--- src/standby_pkg.sv ---
// Shared constants and carrier types for the standby, reset and low-voltage controller
package standby_pkg;

    // Register byte offsets
    localparam logic [7:0] OFS_SLEEP = 8'h00;
    localparam logic [7:0] OFS_CLOCK = 8'h04;
    localparam logic [7:0] OFS_KEYSEL0 = 8'h08;
    localparam logic [7:0] OFS_KEYSEL1 = 8'h0C;
    localparam logic [7:0] OFS_WAKELVL = 8'h10;
    localparam logic [7:0] OFS_LOWVOLT_CTRL_REG = 8'h14;
    localparam logic [7:0] OFS_BATT = 8'h18;
    localparam logic [7:0] OFS_STATUS = 8'h1C;

    // Field positions in clock_ctrl_reg
    localparam int CK_PCLK_EN = 0;
    localparam int CK_TAP10_SEL = 1;
    localparam int CK_TAP_GATE = 2;
    localparam int CK_STS_LO = 3;
    localparam int CK_STS_HI = 5;

    // Other field positions
    localparam int SLP_ENTER = 0;
    localparam int LVD_EN = 0;
    localparam int STAT_SRC_HI = 4;
    localparam int STAT_LOWV = 5;

    // Reset values
    localparam logic PCLK_EN_RST = 1'b1;
    localparam logic TAP10_SEL_RST = 1'b1;
    localparam logic TAP_GATE_RST = 1'b0;
    localparam logic [2:0] STS_RST = 3'h7;
    localparam logic [7:0] KEYSEL_RST = 8'h00;
    localparam logic [15:0] WAKELVL_RST = 16'h0000;
    localparam logic LVD_EN_RST = 1'b1;

    // Widths and timing
    localparam int KEY_PINS = 16;
    localparam int ITV_BITS = 8;
    localparam int FAST_TAP = 1;
    localparam int CLK_PERIOD_NS = 10;
    localparam int POR_CYCLES_LOG2 = 19;
    localparam logic [ITV_BITS-1:0] ITV_MAX = 8'hFF;

    // Wake and interrupt sources, one bit each
    typedef struct packed {
        logic itv;
        logic wdt;
        logic ext_b;
        logic ext_a;
        logic key;
    } irq_src_t;

    // Power modes
    typedef enum logic [2:0] {
        ST_POR,
        ST_RST,
        ST_RUN,
        ST_SLEEP,
        ST_STOP,
        ST_STAB,
        ST_LOWV
    } pwr_mode_t;

endpackage

--- src/standby_reset_lowvolt_ctrl.sv ---
// Standby, power-on and pin reset sequencing and low-voltage control with APB registers
// Function
// - Sleep register write one enters SLEEP
// - Peripheral taps gateable in SLEEP, tap10 never
// - Peripheral clock enable zero halts peripheral clocks
// - Interval timer counts in SLEEP only on tap10
// - STOP halts oscillator, all state kept
// - Reset, key, external irqs release either standby
// - Interval and watchdog overflow release SLEEP only
// - STOP release waits stabilization, then sets clock enable
// - Only enabled sources wake; I=0 resumes in line
// - I=1 wake branches to service routine
// - External irq wakes on rising edge
// - Selected key pin at wake level releases
// - Pending enabled interrupt blocks standby entry
// - Power-on reset lasts 2^19 clock cycles
// - POR clears prescaler, timer, detector; tap10 forced
// - Low supply enters low-voltage mode
// - Low-voltage mode left only through reset
// - Battery level register read-only, two bits
// - Key select registers enable pins, reset zero
// - Write-only wake level register, reset zero
//
// The implementer's own choices: register access over APB and the address map.
`timescale 1ns/1ps
module standby_reset_lowvolt_ctrl #(
    parameter int TAP_BIT = 10 // Prescaler tap that clocks the timer during reset
) (
    input wire logic pclk, // System clock, 100 MHz
    input wire logic presetn, // Asynchronous reset, power-on
    input wire logic psel, // APB select
    input wire logic penable, // APB enable
    input wire logic pwrite, // APB direction
    input wire logic [7:0] paddr, // APB byte address
    input wire logic [31:0] pwdata, // APB write data
    output logic [31:0] prdata, // APB read data
    output logic pready, // APB ready
    output logic pslverr, // APB error on unmapped address
    input wire logic reset_pin_n, // External reset pin, active low
    input wire logic por_pulse, // Power-on detect pulse
    input wire logic stop_req, // CPU executes STOP, one-cycle pulse
    input wire standby_pkg::irq_src_t irq_en, // Individual interrupt enables
    input wire logic global_irq_flag, // Global interrupt flag of status_word
    input wire logic irq_pending, // Some request flag and enable both set
    input wire logic [15:0] key_wake_input, // Key-scan pins
    input wire logic ext_irq_a, // External interrupt pin A
    input wire logic ext_irq_b, // External interrupt pin B
    input wire logic watchdog_ovf_flag, // Watchdog overflow pulse
    input wire logic lowvolt_det, // Supply below detection level
    input wire logic [1:0] battery_det, // Supply below indication levels
    output logic cpu_clk_en, // CPU clock running
    output logic osc_en, // Oscillator running
    output logic periph_clk_on, // Peripheral clocks running
    output logic [TAP_BIT:0] periph_taps, // Gated prescaler taps to peripherals
    output logic interval_ovf_flag, // Interval timer overflow pulse
    output logic sys_rst_n, // System reset to the core, active low
    output logic resume_inline, // Wake pulse, continue after standby
    output logic wake_vector, // Wake pulse, branch to service routine
    output standby_pkg::irq_src_t wake_src, // Source of the last wake
    output logic lowvolt_mode, // Ports input with pull-ups, irqs off
    output logic remout_low // Remote output forced low
);
    import standby_pkg::*;

    typedef struct packed {
        pwr_mode_t mode;
        logic rst_stab;
        logic [TAP_BIT:0] pres;
        logic [ITV_BITS-1:0] itv;
        logic ovf_det;
        logic ext_a_prev;
        logic ext_b_prev;
        logic periph_en;
        logic tap10_sel;
        logic tap_gate;
        logic [2:0] sts;
        logic [7:0] keysel0;
        logic [7:0] keysel1;
        logic [15:0] wake_lvl;
        logic lvd_en;
        logic [1:0] batt;
        irq_src_t last_src;
        logic pready;
        logic pslverr;
        logic [31:0] prdata;
        logic cpu_clk_en;
        logic osc_en;
        logic periph_on;
        logic [TAP_BIT:0] taps;
        logic itv_ovf;
        logic sys_rst_n;
        logic resume;
        logic vector;
        irq_src_t wake_src;
        logic lowv;
        logic remout_low;
    } state_t;

    localparam state_t ST_INIT = '{
        mode: ST_POR, rst_stab: 1'b0, pres: '0, itv: '0, ovf_det: 1'b0,
        ext_a_prev: 1'b0, ext_b_prev: 1'b0, periph_en: PCLK_EN_RST,
        tap10_sel: TAP10_SEL_RST, tap_gate: TAP_GATE_RST, sts: STS_RST,
        keysel0: KEYSEL_RST, keysel1: KEYSEL_RST, wake_lvl: WAKELVL_RST,
        lvd_en: LVD_EN_RST, batt: 2'h0, last_src: '0, pready: 1'b0,
        pslverr: 1'b0, prdata: 32'h0000_0000, cpu_clk_en: 1'b0, osc_en: 1'b1,
        periph_on: 1'b0, taps: '0, itv_ovf: 1'b0, sys_rst_n: 1'b0,
        resume: 1'b0, vector: 1'b0, wake_src: '0, lowv: 1'b0, remout_low: 1'b0
    };

    state_t q;
    state_t n;

    // Address decode, used only for the error answer
    function automatic logic addr_ok(input logic [7:0] a);
        addr_ok = (a == OFS_SLEEP) || (a == OFS_CLOCK) || (a == OFS_KEYSEL0) ||
                  (a == OFS_KEYSEL1) || (a == OFS_WAKELVL) || (a == OFS_LOWVOLT_CTRL_REG) ||
                  (a == OFS_BATT) || (a == OFS_STATUS);
    endfunction

    // Read multiplexer; write-only wake level reads zero
    function automatic logic [31:0] rd_mux(input state_t s, input logic [7:0] a);
        rd_mux = 32'h0000_0000;
        unique case (a)
            OFS_SLEEP: rd_mux[SLP_ENTER] = (s.mode == ST_SLEEP);
            OFS_CLOCK: begin
                rd_mux[CK_PCLK_EN] = s.periph_en;
                rd_mux[CK_TAP10_SEL] = s.tap10_sel;
                rd_mux[CK_TAP_GATE] = s.tap_gate;
                rd_mux[CK_STS_HI:CK_STS_LO] = s.sts;
            end
            OFS_KEYSEL0: rd_mux[7:0] = s.keysel0;
            OFS_KEYSEL1: rd_mux[7:0] = s.keysel1;
            OFS_LOWVOLT_CTRL_REG: rd_mux[LVD_EN] = s.lvd_en;
            OFS_BATT: rd_mux[1:0] = s.batt;
            OFS_STATUS: begin
                rd_mux[STAT_SRC_HI:0] = s.last_src;
                rd_mux[STAT_LOWV] = (s.mode == ST_LOWV);
            end
            default: rd_mux = 32'h0000_0000;
        endcase
    endfunction

    logic running;
    logic tick10;
    logic tickf;
    logic itv_tick;
    logic itv_wrap;
    logic access;
    logic commit;
    logic sleep_wr;
    logic key_hit;
    irq_src_t src;
    irq_src_t src_sleep;
    irq_src_t src_stop;

    always_comb begin
        n = q;
        n.itv_ovf = 1'b0;
        n.resume = 1'b0;
        n.vector = 1'b0;
        n.batt = battery_det;
        n.ext_a_prev = ext_irq_a;
        n.ext_b_prev = ext_irq_b;

        // Prescaler runs whenever the oscillator does; STOP and low voltage freeze it
        running = (q.mode != ST_STOP) && (q.mode != ST_LOWV);
        tick10 = running && (&q.pres);
        tickf = running && (&q.pres[FAST_TAP:0]);
        if (running) begin
            n.pres = q.pres + {{TAP_BIT{1'b0}}, 1'b1};
        end

        // Timer clock: tap10 forced through reset and stabilization
        unique case (q.mode)
            ST_POR, ST_RST, ST_STAB: itv_tick = tick10;
            ST_RUN: itv_tick = q.tap10_sel ? tick10 : tickf;
            ST_SLEEP: itv_tick = q.tap10_sel && tick10;
            default: itv_tick = 1'b0;
        endcase
        itv_wrap = itv_tick && (q.itv == ITV_MAX);
        if (itv_tick) begin
            n.itv = q.itv + 8'h01;
        end
        if (itv_wrap && ((q.mode == ST_RUN) || (q.mode == ST_SLEEP))) begin
            n.itv_ovf = 1'b1;
        end

        // Wake sources, each gated by its own enable
        key_hit = |({q.keysel1, q.keysel0} & ~(key_wake_input ^ q.wake_lvl));
        src.key = key_hit;
        src.ext_a = ext_irq_a && !q.ext_a_prev;
        src.ext_b = ext_irq_b && !q.ext_b_prev;
        src.itv = itv_wrap;
        src.wdt = watchdog_ovf_flag;
        src_sleep = src & irq_en;
        src_stop = src & irq_en & irq_src_t'{itv: 1'b0, wdt: 1'b0, ext_b: 1'b1,
                                   ext_a: 1'b1, key: 1'b1};

        // APB slave: one wait cycle, effects at the completing edge
        access = psel && penable;
        commit = access && q.pready;
        n.pready = access && !q.pready;
        n.pslverr = access && !q.pready && !addr_ok(paddr);
        if (access && !q.pready) begin
            n.prdata = rd_mux(q, paddr);
        end
        sleep_wr = 1'b0;
        if (commit && pwrite) begin
            unique case (paddr)
                OFS_SLEEP: sleep_wr = pwdata[SLP_ENTER];
                OFS_CLOCK: begin
                    n.periph_en = pwdata[CK_PCLK_EN];
                    n.tap10_sel = pwdata[CK_TAP10_SEL];
                    n.tap_gate = pwdata[CK_TAP_GATE];
                    n.sts = pwdata[CK_STS_HI:CK_STS_LO];
                end
                OFS_KEYSEL0: n.keysel0 = pwdata[7:0];
                OFS_KEYSEL1: n.keysel1 = pwdata[7:0];
                OFS_WAKELVL: n.wake_lvl = pwdata[15:0];
                OFS_LOWVOLT_CTRL_REG: n.lvd_en = pwdata[LVD_EN];
                default: sleep_wr = 1'b0;
            endcase
        end

        // Power mode sequencing
        unique case (q.mode)
            ST_POR: begin
                if (itv_wrap) begin
                    n.ovf_det = 1'b1;
                    n.mode = ST_RUN;
                end
            end
            ST_RST: begin
                n.mode = ST_STAB;
                n.rst_stab = 1'b1;
                n.pres = '0;
                n.itv = '0;
            end
            ST_RUN: begin
                // Entry refused while an enabled request is pending
                if (sleep_wr && !irq_pending) begin
                    n.mode = ST_SLEEP;
                end else if (stop_req && !irq_pending) begin
                    n.mode = ST_STOP;
                end
            end
            ST_SLEEP: begin
                if (|src_sleep) begin
                    n.mode = ST_RUN;
                    n.last_src = src_sleep;
                    n.wake_src = src_sleep;
                    n.vector = global_irq_flag;
                    n.resume = !global_irq_flag;
                end
            end
            ST_STOP: begin
                // Oscillator restarts; counters cleared to time the stabilization
                if (|src_stop) begin
                    n.mode = ST_STAB;
                    n.rst_stab = 1'b0;
                    n.last_src = src_stop;
                    n.pres = '0;
                    n.itv = '0;
                end
            end
            ST_STAB: begin
                if (q.itv[q.sts]) begin
                    n.mode = ST_RUN;
                    n.periph_en = 1'b1;
                    n.rst_stab = 1'b0;
                    if (!q.rst_stab) begin
                        n.wake_src = q.last_src;
                        n.vector = global_irq_flag;
                        n.resume = !global_irq_flag;
                    end
                end
            end
            ST_LOWV: n.mode = ST_LOWV;
        endcase

        // Supply drop overrides every mode except reset
        if (lowvolt_det && q.lvd_en && (q.mode != ST_POR) && (q.mode != ST_RST)) begin
            n.mode = ST_LOWV;
        end

        // Pin reset: registers to reset values, RAM untouched
        if (!reset_pin_n) begin
            n = ST_INIT;
            n.mode = ST_RST;
            n.batt = battery_det;
            n.pready = access && !q.pready;
            n.pslverr = access && !q.pready && !addr_ok(paddr);
            n.prdata = q.prdata;
        end

        // Power-on detect restarts the count
        if (por_pulse) begin
            n = ST_INIT;
        end

        // Registered outputs follow the next mode
        n.osc_en = (n.mode != ST_STOP) && (n.mode != ST_LOWV);
        n.cpu_clk_en = (n.mode == ST_RUN);
        n.periph_on = n.osc_en && n.periph_en;
        n.taps = '0;
        if (n.osc_en) begin
            n.taps[TAP_BIT] = n.pres[TAP_BIT];
            if (n.periph_en && !((n.mode == ST_SLEEP) && n.tap_gate)) begin
                n.taps[TAP_BIT-1:0] = n.pres[TAP_BIT-1:0];
            end
        end
        n.sys_rst_n = (n.mode != ST_POR) && (n.mode != ST_RST) &&
                      !((n.mode == ST_STAB) && n.rst_stab);
        n.lowv = (n.mode == ST_LOWV);
        n.remout_low = (n.mode == ST_LOWV);
    end

    // Single state register
    always_ff @(posedge pclk or negedge presetn) begin
        if (!presetn) begin
            q <= ST_INIT;
        end else begin
            q <= n;
        end
    end

    // Outputs straight from the state register
    assign prdata = q.prdata;
    assign pready = q.pready;
    assign pslverr = q.pslverr;
    assign cpu_clk_en = q.cpu_clk_en;
    assign osc_en = q.osc_en;
    assign periph_clk_on = q.periph_on;
    assign periph_taps = q.taps;
    assign interval_ovf_flag = q.itv_ovf;
    assign sys_rst_n = q.sys_rst_n;
    assign resume_inline = q.resume;
    assign wake_vector = q.vector;
    assign wake_src = q.wake_src;
    assign lowvolt_mode = q.lowv;
    assign remout_low = q.remout_low;

endmodule

--- config.mk ---
export PLATFORM = sky130hd
export DESIGN_NAME = standby_reset_lowvolt_ctrl
export DESIGN_NICKNAME = d
export VERILOG_FILES = /design/src/standby_pkg.sv /design/src/standby_reset_lowvolt_ctrl.sv
export SDC_FILE = /design/constraint.sdc
export NUM_CORES = 1
export LEC_CHECK = 0
export BUFFER_PORTS_ARGS = -buffer_cell sky130_fd_sc_hd__buf_2
export CORE_MARGIN = 5
export CORE_UTILIZATION = 54
export DETAILED_ROUTE_END_ITERATION = 8
export MAX_ROUTING_LAYER = met4
export PLACE_DENSITY_LB_ADDON = 0.15
export REMOVE_ABC_BUFFERS = 1
export SYNTH_ARGS = -nofsm -noshare
export SYNTH_HDL_FRONTEND = slang
export SYNTH_SLANG_ARGS = --single-unit
--- constraint.sdc ---
create_clock -name pclk -period 3.7 [get_ports pclk]
set_clock_uncertainty 0.2 [all_clocks]
set_input_delay 0.74 -clock pclk [delete_from_list [all_inputs] [get_ports pclk]]
set_output_delay 0.74 -clock pclk [all_outputs]
set_load 0.02 [all_outputs]
### Word level (Yosys, flattened, before mapping)

Cells that the tools add are included.

| storage, ports and cells | value |
|---|---|
| bits of input ports | 77 |
| word-level logic and storage cells | 186 |
| output and inout bits | 59 |
| bits in registers | 129 |

| cells by class | value |
|---|---|
| order comparisons | 1 |
| reductions and logical operators | 61 |
| eq/ne operators | 36 |
| multiplexer cells | 45 |
| bitwise operators | 4 |
| add/sub/neg operators | 2 |

Operators with widths:

| operator | count |
|---|---|
| $mux W131 | 2 |
| $mux W39 | 1 |
| $pmux W19 S2 | 1 |
| $eq A8 B5 Y1 const B | 4 |
| $mux W32 | 1 |
| $logic_and A1 B1 Y1 | 25 |
| $mux W8 | 3 |
| $ne A3 B1 Y1 const B | 8 |
| $mux W23 | 1 |
| $mux W11 | 2 |
| $mux W7 | 3 |
| $pmux W3 S7 | 1 |
| $and A16 B16 Y16 | 1 |
| $eq A8 B4 Y1 const B | 2 |
| $mux W16 | 1 |
| $not A16 Y16 | 1 |
| $pmux W4 S4 | 1 |
| $reduce_or A16 Y1 | 1 |
| $xor A16 B16 Y16 | 1 |
| $eq A3 B3 Y1 const B | 5 |
| $mux W3 | 5 |
| $pmux W7 S2 | 1 |
| $reduce_and A2 Y1 | 7 |
| $eq A3 B2 Y1 const B | 4 |
| 33 further kinds | 67 |

### Depth between registers and ports, before layout

| depth | value |
|---|---|
| word-level depth | 19 |
| mapped depth | 10 |
| gate-level depth less buffers | 7 |

### Worst setup path after synthesis

OpenSTA, ideal clock, no wires.

| timing path | value |
|---|---|
| path kind | input to register |
| start | input paddr[3] |
| end | register q (netlist bit periph_taps[0]) |
| library setup time | 0.144 ns |
| slack | 0.651 ns |
| required time | 3.356 ns |
| stages | 6 |
| arrival | 2.705 ns |
| path buffers | 0 |
| path through | or4_1 nor4_4 nand2_1 mux2i_1 a2111oi_4 nor3_1 |

RTL lines:

| what | line | text |
|---|---|---|
| start, declared | standby_reset_lowvolt_ctrl.sv:34 | `input wire logic [7:0] paddr,` |
| end signal, assigned | standby_reset_lowvolt_ctrl.sv:323 | `q <= n;` |
| end, declared | standby_reset_lowvolt_ctrl.sv:110 | `state_t q;` |

### Worst setup path after layout

| timing path | value |
|---|---|
| start | register q[128] (netlist name) |
| end | register q (netlist bit wake_src[1]) |

| on the way | value |
|---|---|
| cells in the longest elaborated chain, start to end | 10 |
| elaborated cells on any way between the ends | 25 |
| classes of those cells | eq/ne (10); mux (5); bitwise (1); reduce/logical (9) |

RTL lines:

| what | line | text |
|---|---|---|
| $ne A3 B3 Y1 | standby_reset_lowvolt_ctrl.sv:166 | `running = (q.mode != ST_STOP) && (q.mode != ST_LOWV);` |
| $logic_and A1 B1 Y1 | standby_reset_lowvolt_ctrl.sv:166 |  |
| $logic_and A1 B1 Y1 (on tied branches) | standby_reset_lowvolt_ctrl.sv:168, standby_reset_lowvolt_ctrl.sv:167 |  |
| $mux W1 / $logic_and A1 B1 Y1 (equally long branches) | standby_reset_lowvolt_ctrl.sv:176, standby_reset_lowvolt_ctrl.sv:177 |  |
| $pmux W1 S3 | standby_reset_lowvolt_ctrl.sv:174 | `unique case (q.mode)` |
| $logic_and A1 B1 Y1 | standby_reset_lowvolt_ctrl.sv:180 | `itv_wrap = itv_tick && (q.itv == ITV_MAX);` |
| $and A5 B5 Y5 | -- |  |
| $reduce_or A5 Y1 | standby_reset_lowvolt_ctrl.sv:248 | `if (\|src_sleep) begin` |
| $ne A4 B3 Y1 (no line) | -- |  |
| $reduce_and A4 Y1 (no line) | -- |  |

Several ways; a longest one is shown, not always the timed one. The select of a mux whose other input is x is not followed.
A chain may end at the register's enable or synchronous reset.

==> flow_metrics.py <==
metrics = {
    "drt": {
        "firstDrtPassIters": 5,
        "routed_wirelength_mm": 13.3,
        "wl_per_cell_um": 16.5,
        "via_per_inst": 5.57,
        "postRouteAntennaNets": 0,
        "via_count": 4482,
        "drc_errors": 0,
        "drt-initial-drc-count": 303,
    },
    "finish": {
        "most-common-layout-cells": "nand2_1 (115), dfrtp_1 (98), buf_2 (94), nor2_1 (41), a21oi_1 (39)",
        "area_growth_pct": 10.4,
        "finalNonFillerCells": 804,
        "seqCellArea_um2": 2640,
        "diodes": 0,
        "final_common_cell": "nand2_1",
        "drive_gt1_frac": 0.228,
        "final_nets": 742,
        "nFillCells": 937,
        "multiInputGateArea_um2": 2580,
        "post-route-util": 0.607,
    },
    "logic_synthesis": {
        "synth_cells": 592,
        "yosys_warnings": 0,
        "syn_avg_cell_area_um2": 9.49,
        "synth_seq_cells": 105,
        "yosys.area_share.simple": 0.220,
        "synth.area.mux_share": 0.0285,
        "synth_top_family_by_area": "simple AND/OR/NAND/NOR gates",
        "synth_ff_type": "dfrtp_1",
        "synth_adder_area_share": 0.00445,
        "yosysSeqAreaShare": 0.469,
        "synth_area_leaders": "dfrtp_1 (44%), nand2_1 (7.7%), buf_4 (6.8%)",
        "synth_top_area_frac": 0.436,
        "synth-compound-area-share": 0.138,
        "ys_async_sr_fraction": 1.00,
        "synth_edf_count": 0,
        "netlist_area_um2": 5620,
        "synthXorXnorAreaFrac": 0.0514,
        "yosysUniqueCellTypes": 66,
        "yosysTopAreaCell": "dfrtp_1",
    },
    "worst_setup_path": {
        "cp-end-kind": "register",
        "crit_top_cell": "a41oi_4",
        "crit_fanout": 9,
        "regToRegStartpoint": "q[128]$_DFF_PN0_",
        "required_ps": 3760,
        "r2r_setup_slack_ps": 650,
        "crit_path_start": "q[128]$_DFF_PN0_",
        "critPathKind": "register to register",
        "cpPeakStageDelay_ps": 610,
        "cp_slowest_cell": "or4_4",
        "rr_endpoint": "wake_src[1]$_DFFE_PN0P_",
        "crit_chain": "nand2b_2 > and4_1 > a41oi_4 > or4_4 > a41oi_4 > nor2_4 > a32o_1",
        "cp-start-kind": "register",
        "worst-r2r-cell-count": 7,
        "cp.arrival_ps": 3110,
    },
    "place": {
        "io_buffers": 95,
        "dp_slack_ps": 301,
        "gp_congestion": 0.914,
        "dp_hpwl_mm": 9.99,
        "dpl.cell_count": 788,
    },
    "die": {
        "dieHeight_um": 112,
        "die_area_um2": 12500,
        "io_pins": 136,
        "initial_utilization": 0.549,
        "die_x_um": 112,
        "rows": 37,
        "core-area_um2": 10200,
    },
    "clock_tree": {
        "cts_tree": "yes",
        "clockBufferDepth": 2,
        "cts-resized-gates": 0,
        "htree_levels": 3,
        "clk_latency_ps": 380,
        "post-cts-setup-buffers": 0,
        "path_clk_slew_ps": 100,
        "postCtsHoldBufs": 0,
        "cts.sinks": 105,
        "cts_inserted_buffers": 9,
        "root_buffer": "clkbuf_8",
    },
    "timing": {
        "rsz0062_at_grt": "no",
        "report.final.slew_viol_count": 0,
        "tns_ps": 0,
        "maxSlewHeadroom": 0.532,
        "setup_viol": 0,
        "final.period_utilization": 0.825,
        "final.min_clock_period_ps": 3050,
        "max_freq_mhz": 328,
        "worst_slack_ps": 649,
        "worst_slew_pin_slew_ps": 702,
        "finalHoldViolations": 0,
    },
    "power": {
        "ir_worst_vdd_v": 0.000226,
        "power.density_nw_per_um2": 351,
        "p_leak_nw": 2.85,
        "p_total_mw": 2.18,
    },
    "global_route": {
        "grt_usage": 0.224,
        "grt_pass1_vias": 4374,
        "grt_overflow": 0,
        "grt_max_degree": 55,
        "grt_pass1_wl_mm": 22.1,
        "antenna_found_initial": 0,
    },
    "job": {
        "cap_violations": 0,
    },
    "worst_hold_path": {
        "hold_path.class": "input pin to asynchronous set/reset pin",
    },
    "outcome": {
        "status": "complete, no violations",
    },
}
==> critical path, delay by kind of cell, from the launching register on <==
kind               cells  cell delay, ps
and+or+nand+nor        4            1400
DFF                    1             510
AOI/OAI and AO/OA      3             820
==> cells by family after synthesis <==
kind of cell / count (synthesis)
flops: 105
mux: 12
fa+ha+maj: 2
simple gates: 253
xor+xnor: 33
compound gates: 108
other cells: 1
buf+inv: 78
==> registers in the layout, summed over array words and instances, names as in the netlist, 5 cells and up <==
name	cells
wake_src	5
q	71
prdata	8
periph_taps	11
==> Yosys cell counts, types with 4 or more instances <==
cell type,count
a22oi_1,10
nand2_1,115
nand3_1,19
and4_1,7
mux2i_1,7
nor2_1,42
inv_1,8
clkbuf_1,15
dfstp_2,7
a22o_1,7
nand3b_1,4
xnor2_1,23
buf_4,51
nor2b_1,4
a32o_1,7
nor3_1,20
o21ai_0,14
xor2_1,10
a21oi_1,39
nand4_1,8
nand2b_1,4
and2_1,7
dfrtp_1,98
==> worst max path at each step <==
stage / cells after the start / end / slack, ps
after floorplan: 6 / periph_taps[0]$_DFF_PN0_ / 650
after global placement: 9 / periph_taps[6]$_DFF_PN0_ / 390
after detailed placement: 8 / periph_taps[9]$_DFF_PN0_ / 300
after CTS: 7 / wake_src[1]$_DFFE_PN0P_ / 660
after global routing: 7 / wake_src[1]$_DFFE_PN0P_ / 480
final: 7 / wake_src[1]$_DFFE_PN0P_ / 650
==> power breakdown <==
| part | switching, mW | internal [mW] |
|---|---|---|
| Combinational | 0.163 | 0.0724 |
| Sequential | 0.0106 | 1.16 |
| Clock | 0.389 | 0.382 |
==> cell type report <==
cell class	count	area share
flip-flops and latches	105	0.425
repair buffers	107	0.0935
clock inverters	5	0.0127
multi-input cells	432	0.416
clock buffers	11	0.0212
well taps	136	0.0274
inverters	8	0.00484
==> metrics by stage <==
stage                     hold slack [ps]  cell area [µm²]
after global placement                263             6000
after floorplan                       244             5240
final                                 184             6210
after CTS                             216             6210
after global routing                  247             6210
after detailed placement              272             6000
==> layer usage <==
metal  track usage  part of all wire
met2         0.323              0.45
met5             -                 0
met4        0.0697             0.014
met1         0.324              0.46
met3        0.0410             0.077
Power figures use the tool's default switching activity.
